===== config.mk =====
export PLATFORM = sky130hd
export DESIGN_NAME = pipf_top
export DESIGN_NICKNAME = d
export VERILOG_FILES = /design/src/logic/pipf_pkg.sv /design/src/logic/pipf_filter.sv /design/src/logic/pipf_top.sv
export SDC_FILE = /design/constraint.sdc
export NUM_CORES = 1
export LEC_CHECK = 0
export BUFFER_PORTS_ARGS = -buffer_cell sky130_fd_sc_hd__buf_2
export CAP_MARGIN = 0
export CORE_MARGIN = 2
export CORE_UTILIZATION = 50
export CTS_CLUSTER_SIZE = 10
export DETAILED_ROUTE_END_ITERATION = 7
export GPL_TIMING_DRIVEN = 0
export MAX_ROUTING_LAYER = met4
export PLACE_DENSITY_LB_ADDON = 0.1
export SLEW_MARGIN = 20
export SYNTH_ARGS = -nofsm -noshare
export SYNTH_HDL_FRONTEND = slang
export SYNTH_SLANG_ARGS = --single-unit

===== constraint.sdc =====
create_clock -name clk -period 2.95 [get_ports clk]
set_input_delay 0.59 -clock clk [delete_from_list [all_inputs] [get_ports clk]]
set_output_delay 0.59 -clock clk [all_outputs]
set_load 0.1 [all_outputs]

===== src/logic/pipf_pkg.sv =====
// shared constants for the priority interrupt and power-fail block
package pipf_pkg;
    localparam int CLK_MHZ = 100;
    localparam int REQ_HOLD_US = 8;
    localparam int REQ_HOLD_CYC = REQ_HOLD_US * CLK_MHZ;
    localparam int SINGLE_REL_US = 16;
    localparam int SINGLE_REL_CYC = SINGLE_REL_US * CLK_MHZ;
    localparam int NCHAN = 16;
    localparam int ADDR_W = 14;
    localparam logic [13:0] ADDR_SHUTDOWN = 14'h001F;
    localparam logic [13:0] ADDR_RESTART = 14'h001E;
    localparam logic [13:0] ADDR_CHAN_BASE = 14'h0020;
    localparam int CNT_W = 11;
    typedef enum logic [2:0] {
        PIPF_RUN,
        PIPF_SAVE,
        PIPF_DOWN,
        PIPF_START,
        PIPF_RESTART
    } pipf_pwr_t;
endpackage


===== src/logic/pipf_filter.sv =====
// request qualifier: line must stay true for a full hold time
`timescale 1ns/1ps
module pipf_filter
    import pipf_pkg::*;
#(
    parameter int HOLD = REQ_HOLD_CYC
)
(
    input wire logic clk,
    input wire logic resetn,
    input wire logic line,
    output logic qualified
);
    logic [CNT_W-1:0] count;
    logic [CNT_W-1:0] next_count;
    logic next_qualified;

    always_comb
    begin
        next_count = count;
        next_qualified = 1'b0;
        if (!line)
        begin
            next_count = '0;
        end
        else if (count >= CNT_W'(HOLD - 1))
        begin
            next_qualified = 1'b1;
        end
        else
        begin
            next_count = count + 1'b1;
        end
    end

    always_ff @(posedge clk)
    begin
        if (!resetn)
        begin
            count <= '0;
            qualified <= 1'b0;
        end
        else
        begin
            count <= next_count;
            qualified <= next_qualified;
        end
    end

    property p_hold;
        @(posedge clk) disable iff (!resetn)
        $rose(qualified) |-> $past(line, 2);
    endproperty
    a_hold: assert property (p_hold) else $error("qualified without held line");
endmodule


===== src/logic/pipf_top.sv =====
// priority interrupt logic with power-fail shutdown and restart
// ----------------------------------------------------------------
// Notes on behaviour
// - A recognised request is served at the end of the current instruction by a jump to its address.
// - No channel is taken while a higher-priority request is pending.
// - Each channel can be set to single-execution mode by its own setting.
// - Delay to the vector varies with instruction time and higher-priority service.
// - On power failure all register state is saved to core.
// - After the save, core writes stay blocked while the supply decays.
// - Power-fail uses two dedicated channels, shutdown and restart.
// - Power loss vectors to location 037.
// - On power return, start is pulsed before the restart interrupt.
// - After start, an interrupt vectors to location 036.
// ----------------------------------------------------------------
`timescale 1ns/1ps
module pipf_top
    import pipf_pkg::*;
#(
    parameter int HOLD = REQ_HOLD_CYC
)
(
    input wire logic clk,
    input wire logic resetn,
    input wire logic [NCHAN-1:0] irq_line,
    input wire logic [NCHAN-1:0] single_mode,
    input wire logic instr_done,
    input wire logic routine_end,
    input wire logic [NCHAN-1:0] routine_chan,
    input wire logic power_ok,
    input wire logic save_done,
    input wire logic start_done,
    output logic vec_valid,
    output logic [ADDR_W-1:0] vec_addr,
    output logic [NCHAN-1:0] active,
    output logic save_req,
    output logic core_write_inhibit,
    output logic start_pulse
);
    // ----------------------------------------------------------------
    // input synchronisers
    // ----------------------------------------------------------------
    logic [NCHAN-1:0] irq_s1;
    logic [NCHAN-1:0] irq_s2;
    logic pwr_s1;
    logic pwr_s2;

    always_ff @(posedge clk)
    begin
        if (!resetn)
        begin
            irq_s1 <= '0;
            irq_s2 <= '0;
            pwr_s1 <= 1'b1;
            pwr_s2 <= 1'b1;
        end
        else
        begin
            irq_s1 <= irq_line;
            irq_s2 <= irq_s1;
            pwr_s1 <= power_ok;
            pwr_s2 <= pwr_s1;
        end
    end

    // ----------------------------------------------------------------
    // qualifiers
    // ----------------------------------------------------------------
    logic [NCHAN-1:0] qual;

    genvar g;
    generate
        for (g = 0; g < NCHAN; g++)
        begin : g_flt
            pipf_filter #(.HOLD(HOLD)) u_flt (
                .clk(clk),
                .resetn(resetn),
                .line(irq_s2[g]),
                .qualified(qual[g])
            );
        end
    endgenerate

    function automatic logic [ADDR_W-1:0] chan_addr(input logic [3:0] idx);
        chan_addr = ADDR_CHAN_BASE + ADDR_W'(idx);
    endfunction

    // ----------------------------------------------------------------
    // pending, arbitration, power sequencing
    // ----------------------------------------------------------------
    logic [NCHAN-1:0] pend;
    logic [NCHAN-1:0] armed;
    logic pf_pend;
    logic rs_pend;
    pipf_pwr_t pstate;
    logic [NCHAN-1:0] next_pend;
    logic [NCHAN-1:0] next_armed;
    logic [NCHAN-1:0] next_active;
    logic next_pf_pend;
    logic next_rs_pend;
    pipf_pwr_t next_pstate;
    logic next_vec_valid;
    logic [ADDR_W-1:0] next_vec_addr;
    logic next_save_req;
    logic next_inhibit;
    logic next_start;
    logic taken;
    logic [NCHAN-1:0] fire;

    always_comb
    begin
        next_pend = pend;
        next_armed = armed;
        next_active = active;
        next_pf_pend = pf_pend;
        next_rs_pend = rs_pend;
        next_pstate = pstate;
        next_vec_valid = 1'b0;
        next_vec_addr = vec_addr;
        next_save_req = 1'b0;
        next_inhibit = core_write_inhibit;
        next_start = 1'b0;
        taken = 1'b0;
        // a channel fires once per assertion; single mode rearms on line drop,
        // standard mode also waits for its routine to end
        for (int i = 0; i < NCHAN; i++)
        begin
            fire[i] = qual[i] && armed[i];
            if (routine_end && routine_chan[i])
            begin
                next_active[i] = 1'b0;
            end
            if (!irq_s2[i] && (single_mode[i] || !active[i]))
            begin
                next_armed[i] = 1'b1;
            end
            if (fire[i])
            begin
                next_armed[i] = 1'b0;
                next_pend[i] = 1'b1;
            end
        end
        unique case (pstate)
            PIPF_RUN:
            begin
                if (!pwr_s2)
                begin
                    next_pstate = PIPF_SAVE;
                    next_pf_pend = 1'b1;
                end
            end
            PIPF_SAVE:
            begin
                next_save_req = 1'b1;
                if (save_done)
                begin
                    next_save_req = 1'b0;
                    next_pstate = PIPF_DOWN;
                    next_inhibit = 1'b1;
                end
            end
            PIPF_DOWN:
            begin
                if (pwr_s2)
                begin
                    next_pstate = PIPF_START;
                    next_inhibit = 1'b0;
                    next_start = 1'b1;
                end
            end
            PIPF_START:
            begin
                if (start_done)
                begin
                    next_pstate = PIPF_RESTART;
                    next_rs_pend = 1'b1;
                end
            end
            PIPF_RESTART:
            begin
                if (!rs_pend)
                begin
                    next_pstate = PIPF_RUN;
                end
            end
        endcase
        if (instr_done && pstate != PIPF_DOWN && pstate != PIPF_START)
        begin
            if (pf_pend)
            begin
                next_pf_pend = 1'b0;
                next_vec_valid = 1'b1;
                next_vec_addr = ADDR_SHUTDOWN;
                taken = 1'b1;
            end
            else if (rs_pend)
            begin
                next_rs_pend = 1'b0;
                next_vec_valid = 1'b1;
                next_vec_addr = ADDR_RESTART;
                taken = 1'b1;
            end
            // lowest index wins, blocked by active higher
            else
            begin
                for (int i = NCHAN - 1; i >= 0; i--)
                begin
                    if (pend[i] && ((active & ((16'h0001 << i) - 16'h0001)) == 16'h0000)
                        && !active[i])
                    begin
                        next_vec_addr = chan_addr(4'(i));
                        taken = 1'b1;
                    end
                end
                if (taken)
                begin
                    next_vec_valid = 1'b1;
                    for (int i = 0; i < NCHAN; i++)
                    begin
                        if (next_vec_addr == chan_addr(4'(i)))
                        begin
                            // new request in same cycle stays pending
                            next_pend[i] = fire[i];
                            next_active[i] = !single_mode[i];
                        end
                    end
                end
            end
        end
    end

    always_ff @(posedge clk)
    begin
        if (!resetn)
        begin
            pend <= '0;
            armed <= '1;
            active <= '0;
            pf_pend <= 1'b0;
            rs_pend <= 1'b0;
            pstate <= PIPF_RUN;
            vec_valid <= 1'b0;
            vec_addr <= '0;
            save_req <= 1'b0;
            core_write_inhibit <= 1'b0;
            start_pulse <= 1'b0;
        end
        else
        begin
            pend <= next_pend;
            armed <= next_armed;
            active <= next_active;
            pf_pend <= next_pf_pend;
            rs_pend <= next_rs_pend;
            pstate <= next_pstate;
            vec_valid <= next_vec_valid;
            vec_addr <= next_vec_addr;
            save_req <= next_save_req;
            core_write_inhibit <= next_inhibit;
            start_pulse <= next_start;
        end
    end

    // ----------------------------------------------------------------
    // checks
    // ----------------------------------------------------------------
    property p_vec_at_end;
        @(posedge clk) disable iff (!resetn)
        vec_valid |-> $past(instr_done);
    endproperty
    a_vec_at_end: assert property (p_vec_at_end) else $error("vector not at instr end");

    property p_prio;
        @(posedge clk) disable iff (!resetn)
        (vec_valid && vec_addr == ADDR_CHAN_BASE + 14'h0001) |-> !$past(pend[0]);
    endproperty
    a_prio: assert property (p_prio) else $error("channel 1 taken over channel 0");

    property p_no_higher;
        @(posedge clk) disable iff (!resetn)
        (vec_valid && vec_addr == ADDR_CHAN_BASE + 14'h0001) |-> !$past(active[0]);
    endproperty
    a_no_higher: assert property (p_no_higher) else $error("taken under higher active");

    property p_shut;
        @(posedge clk) disable iff (!resetn)
        (pf_pend && instr_done && pstate == PIPF_SAVE) |=> vec_valid && vec_addr == ADDR_SHUTDOWN;
    endproperty
    a_shut: assert property (p_shut) else $error("no shutdown vector");

    property p_inh;
        @(posedge clk) disable iff (!resetn)
        (pstate == PIPF_DOWN) |-> core_write_inhibit;
    endproperty
    a_inh: assert property (p_inh) else $error("core writes not inhibited");

    property p_save;
        @(posedge clk) disable iff (!resetn)
        $fell(pwr_s2) && pstate == PIPF_RUN |=> ##1 save_req;
    endproperty
    a_save: assert property (p_save) else $error("no save on power loss");

    property p_start;
        @(posedge clk) disable iff (!resetn)
        (pstate == PIPF_DOWN && pwr_s2) |=> start_pulse && !rs_pend;
    endproperty
    a_start: assert property (p_start) else $error("start not before restart");

    property p_restart;
        @(posedge clk) disable iff (!resetn)
        (rs_pend && !pf_pend && instr_done) |=> vec_valid && vec_addr == ADDR_RESTART;
    endproperty
    a_restart: assert property (p_restart) else $error("no restart vector");

    property p_single;
        @(posedge clk) disable iff (!resetn)
        (vec_valid && vec_addr == ADDR_CHAN_BASE && $past(single_mode[0])) |-> !active[0];
    endproperty
    a_single: assert property (p_single) else $error("single channel left active");
endmodule


==> impl_metrics.toml <==
[critical_path]
worst_path_cell_chain = "or4_1 > or3_4 > o31a_1 > a221o_1 > a21oi_4 > a311oi_1"
crit_path_end_kind = "flip-flop"
critPathArrivalTime_ns = 3.22
worst-path-max-fanout = 7
buffer_and_inverter_count_on_the_worst_path = 0
critPathKind = "reg2reg"
critical_path.slowest_cell = "or4_1"
critical_path.max_stage_delay_ns = 0.65
startpoint_type = "flip-flop"
cp_top_family = "compound AO/OA/AOI/OAI gates"
worst_ep_required_time_ns = 3.29

[global_routing]
global_route.overflow_total = 0
met1_usage_pct = 30.4
global_route_met3_utilization_pct = 4.88
grt.busiest_layer = "met2"
grt_pass1_wl_um = 46900
gr-usage-met2_pct = 35.3
first_global_vias = 9210
maximum_number_of_pins_on_one_net_before_global_route_repair = 11
grt_antenna_before_repair = 4
grt_usage_pct = 23.0

[timing]
finClkSkew_ns = 0.0136
report.final.hold_viol_count = 0
achievable-frequency_ghz = 0.348
holdWs_ns = 0.283
worst_slack_ns = 0.0725
final.min_clock_period_ns = 2.88
tightest_slew_ns = 0.889
timing.slew.headroom_pct = 40.0
unrepaired_setup_endpoints_after_global_routing = "false"
finalCritPeriodShare_pct = 97.5
finalSetupTns_ns = 0
report.final.slew_viol_count = 0
setup_viol = 0

[synthesis]
yosys_warnings = 0
synth_sequential_area_ratio_pct = 48.8
syn_inst = 1354
synthDistinctLibCells = 65
post_synth_instance_area_um2 = 12200
number_of_nets_produced_by_synthesis = 1425
number_of_synthesized_flops_with_an_enable_pin = 0
syn-mean-instance-area_um2 = 8.99
postSynthRegisterBits = 297
ys.flop_type = "dfxtp_1"
postSynth.asyncResetShare_pct = 0

[placement]
hpwlAfterDp_um = 20300
globalplace.congestion = 0.949
dpl_worst_slack_ns = 0.0983
io_buffer_count = 87

[min_path]
timing.hold.worst.class = "in2reg"

[power_and_ir_drop]
ir_worst_vdd_mv = 0.346
powerDensity_nw_per_um2 = 582
power.static_leakage_nw = 5.41

[clock_tree]
cts_num_sinks = 297
cts_made_buffers = 36
cts.clk_slew.worst_paths_ns = 0.05
tritoncts = "done"
h_tree_lvl_count = 2
clk_path_buf_depth = 3
cts-root-buf = "clkbuf_16"
clock_insertion_delay_worst_skew_ns = 0.50
ctsHoldBuffers = 0

[drt]
route.vias.total = 9814
dr.pass1.iters = 5
avgRoutedWirePerCell_um = 15.9
post-route-drc-count = 0
detail_route.vias_per_cell = 5.40
drt_iter0_drc = 549
routed_wl_um = 29000
remaining_antenna_violation_count_after_routing = 0

[finish]
number_of_filler_instances_in_the_final_layout = 2248
layout_common_cells = "dfxtp_1, nor2_1, nand2_1"
drive_above_1_share_pct = 10.3
nets = 1554
mostFrequentLayoutCell = "dfxtp_1"
area_grow_syn2layout_pct = 15.4

[run_status]
result_of_the_run = "complete, no violations"

[die]
start_util_pct = 50.5
std_cell_rows = 57
placeableCoreArea_um2 = 24100
floorplan.die.width_um = 160
die_height_um = 160
io_pins = 89
die_area_um2 = 25600

[flow_run]
drv_cap = 0
==> cell usage after synthesis, types with 4 or more instances <==
library cell	instances	area, um^2
a31oi_1	40	250
o211ai_1	6	45.0
a311oi_1	18	158
or3_1	8	50.1
nand4_1	45	282
ha_1	16	200
nand3_1	64	320
nor4b_1	4	35.0
inv_1	41	154
o21ai_1	4	20.0
a41oi_1	6	52.6
and2_1	44	275
a211oi_1	15	113
nor4_1	5	31.3
nor3_1	9	45.0
dfxtp_1	297	5950
nor2b_1	8	50.1
nand2_1	109	409
nand2b_1	7	43.8
o31ai_1	9	67.6
xor2_1	82	718
o41ai_1	5	43.8
nand4b_1	8	70.1
clkbuf_1	32	120
xnor2_1	38	333
a21o_1	4	30.0
and3_1	45	282
o21ai_0	37	185
a21oi_1	66	330
o21bai_1	12	90.1
mux2i_1	17	170
nor2_1	205	769
==> area by class of cell <==
cell class                 count  area (um^2)  area share, %
multi-input combinational    981         5970           42.5
sequential                   297         5950           42.3
clock buffer                  43          968           6.89
timing repair buffer          91          465           3.31
tap                          324          405           2.88
inverter                      41          154           1.10
buffer                        35          131          0.935
antenna                        4         10.0         0.0712
clock inverter                 1         7.51         0.0534
==> repair_timing <==
action,CTS,global route
resized for setup,0,3
endpoints found under the hold margin,0,0
buffers inserted,0,4
setup endpoints to repair,0,13
==> worst paths after layout <==
path	start	depth (start not counted)	endpoint	slack (ns)
hold / removal	single_mode[13]	2	active[13]	0.28
setup reg to reg	active[5]	6	pend[11]	0.07
hold reg to reg	pwr_s1	1	pwr_s2	0.41
setup / recovery	active[5]	6	pend[11]	0.07
==> sequential cells by signal (all words and copies together) (netlist names), 14 cells and up <==
register,flops
irq_s1,16
irq_s2,16
pend,16
vec_addr,14
active,16
armed,16
g_flt.u_flt.qualified,16
g_flt.u_flt.count,176
==> metrics by stage <==
step / cells / instance area (um^2) / total power [mW] / utilization, %
floorplan: 1354 / 12200 / 4.35 / -
CTS: 1809 / 14000 / 8.28 / 58.1
global route: 1817 / 14100 / 8.46 / 58.3
detailed placement: 1765 / 13000 / 4.48 / 54.0
global placement: 1765 / 13000 / 4.48 / 54.0
finish: 1817 / 14100 / 8.18 / 58.3
==> kinds of logic (layout without fill, tap and decap cells) <==
kind of cell               after synthesis  after routing  share of synthesized area, %
AOI/OAI and AO/OA                      249            249                          13.9
xor gates and xnor gates               120            120                          8.63
adders and majority gates               16             16                          1.64
buffers and inverters                   76            211                          2.34
DFF                                    297            297                          48.8
muxes                                   17             17                          1.40
other                                    0              4                             0
and+or+nand+nor                        579            579                          23.2
==> where the power goes <==
| part | total [mW] | leakage [nW] | switching, mW | internal [mW] |
|---|---|---|---|---|
| combinational | 0.321 | 2.53 | 0.227 | 0.0945 |
| clock | 3.78 | 0.475 | 1.51 | 2.27 |
| sequential | 4.08 | 2.40 | 0.0257 | 4.05 |
==> per-layer routing <==
metal | part of all wire, % | routed length (um)
met1 | 48 | 13900
met3 | 5.2 | 1520
met4 | 3.1 | 892
met5 | 0 | 0
met2 | 44 | 12600
No activity file was read; power rests on OpenSTA's default activity.
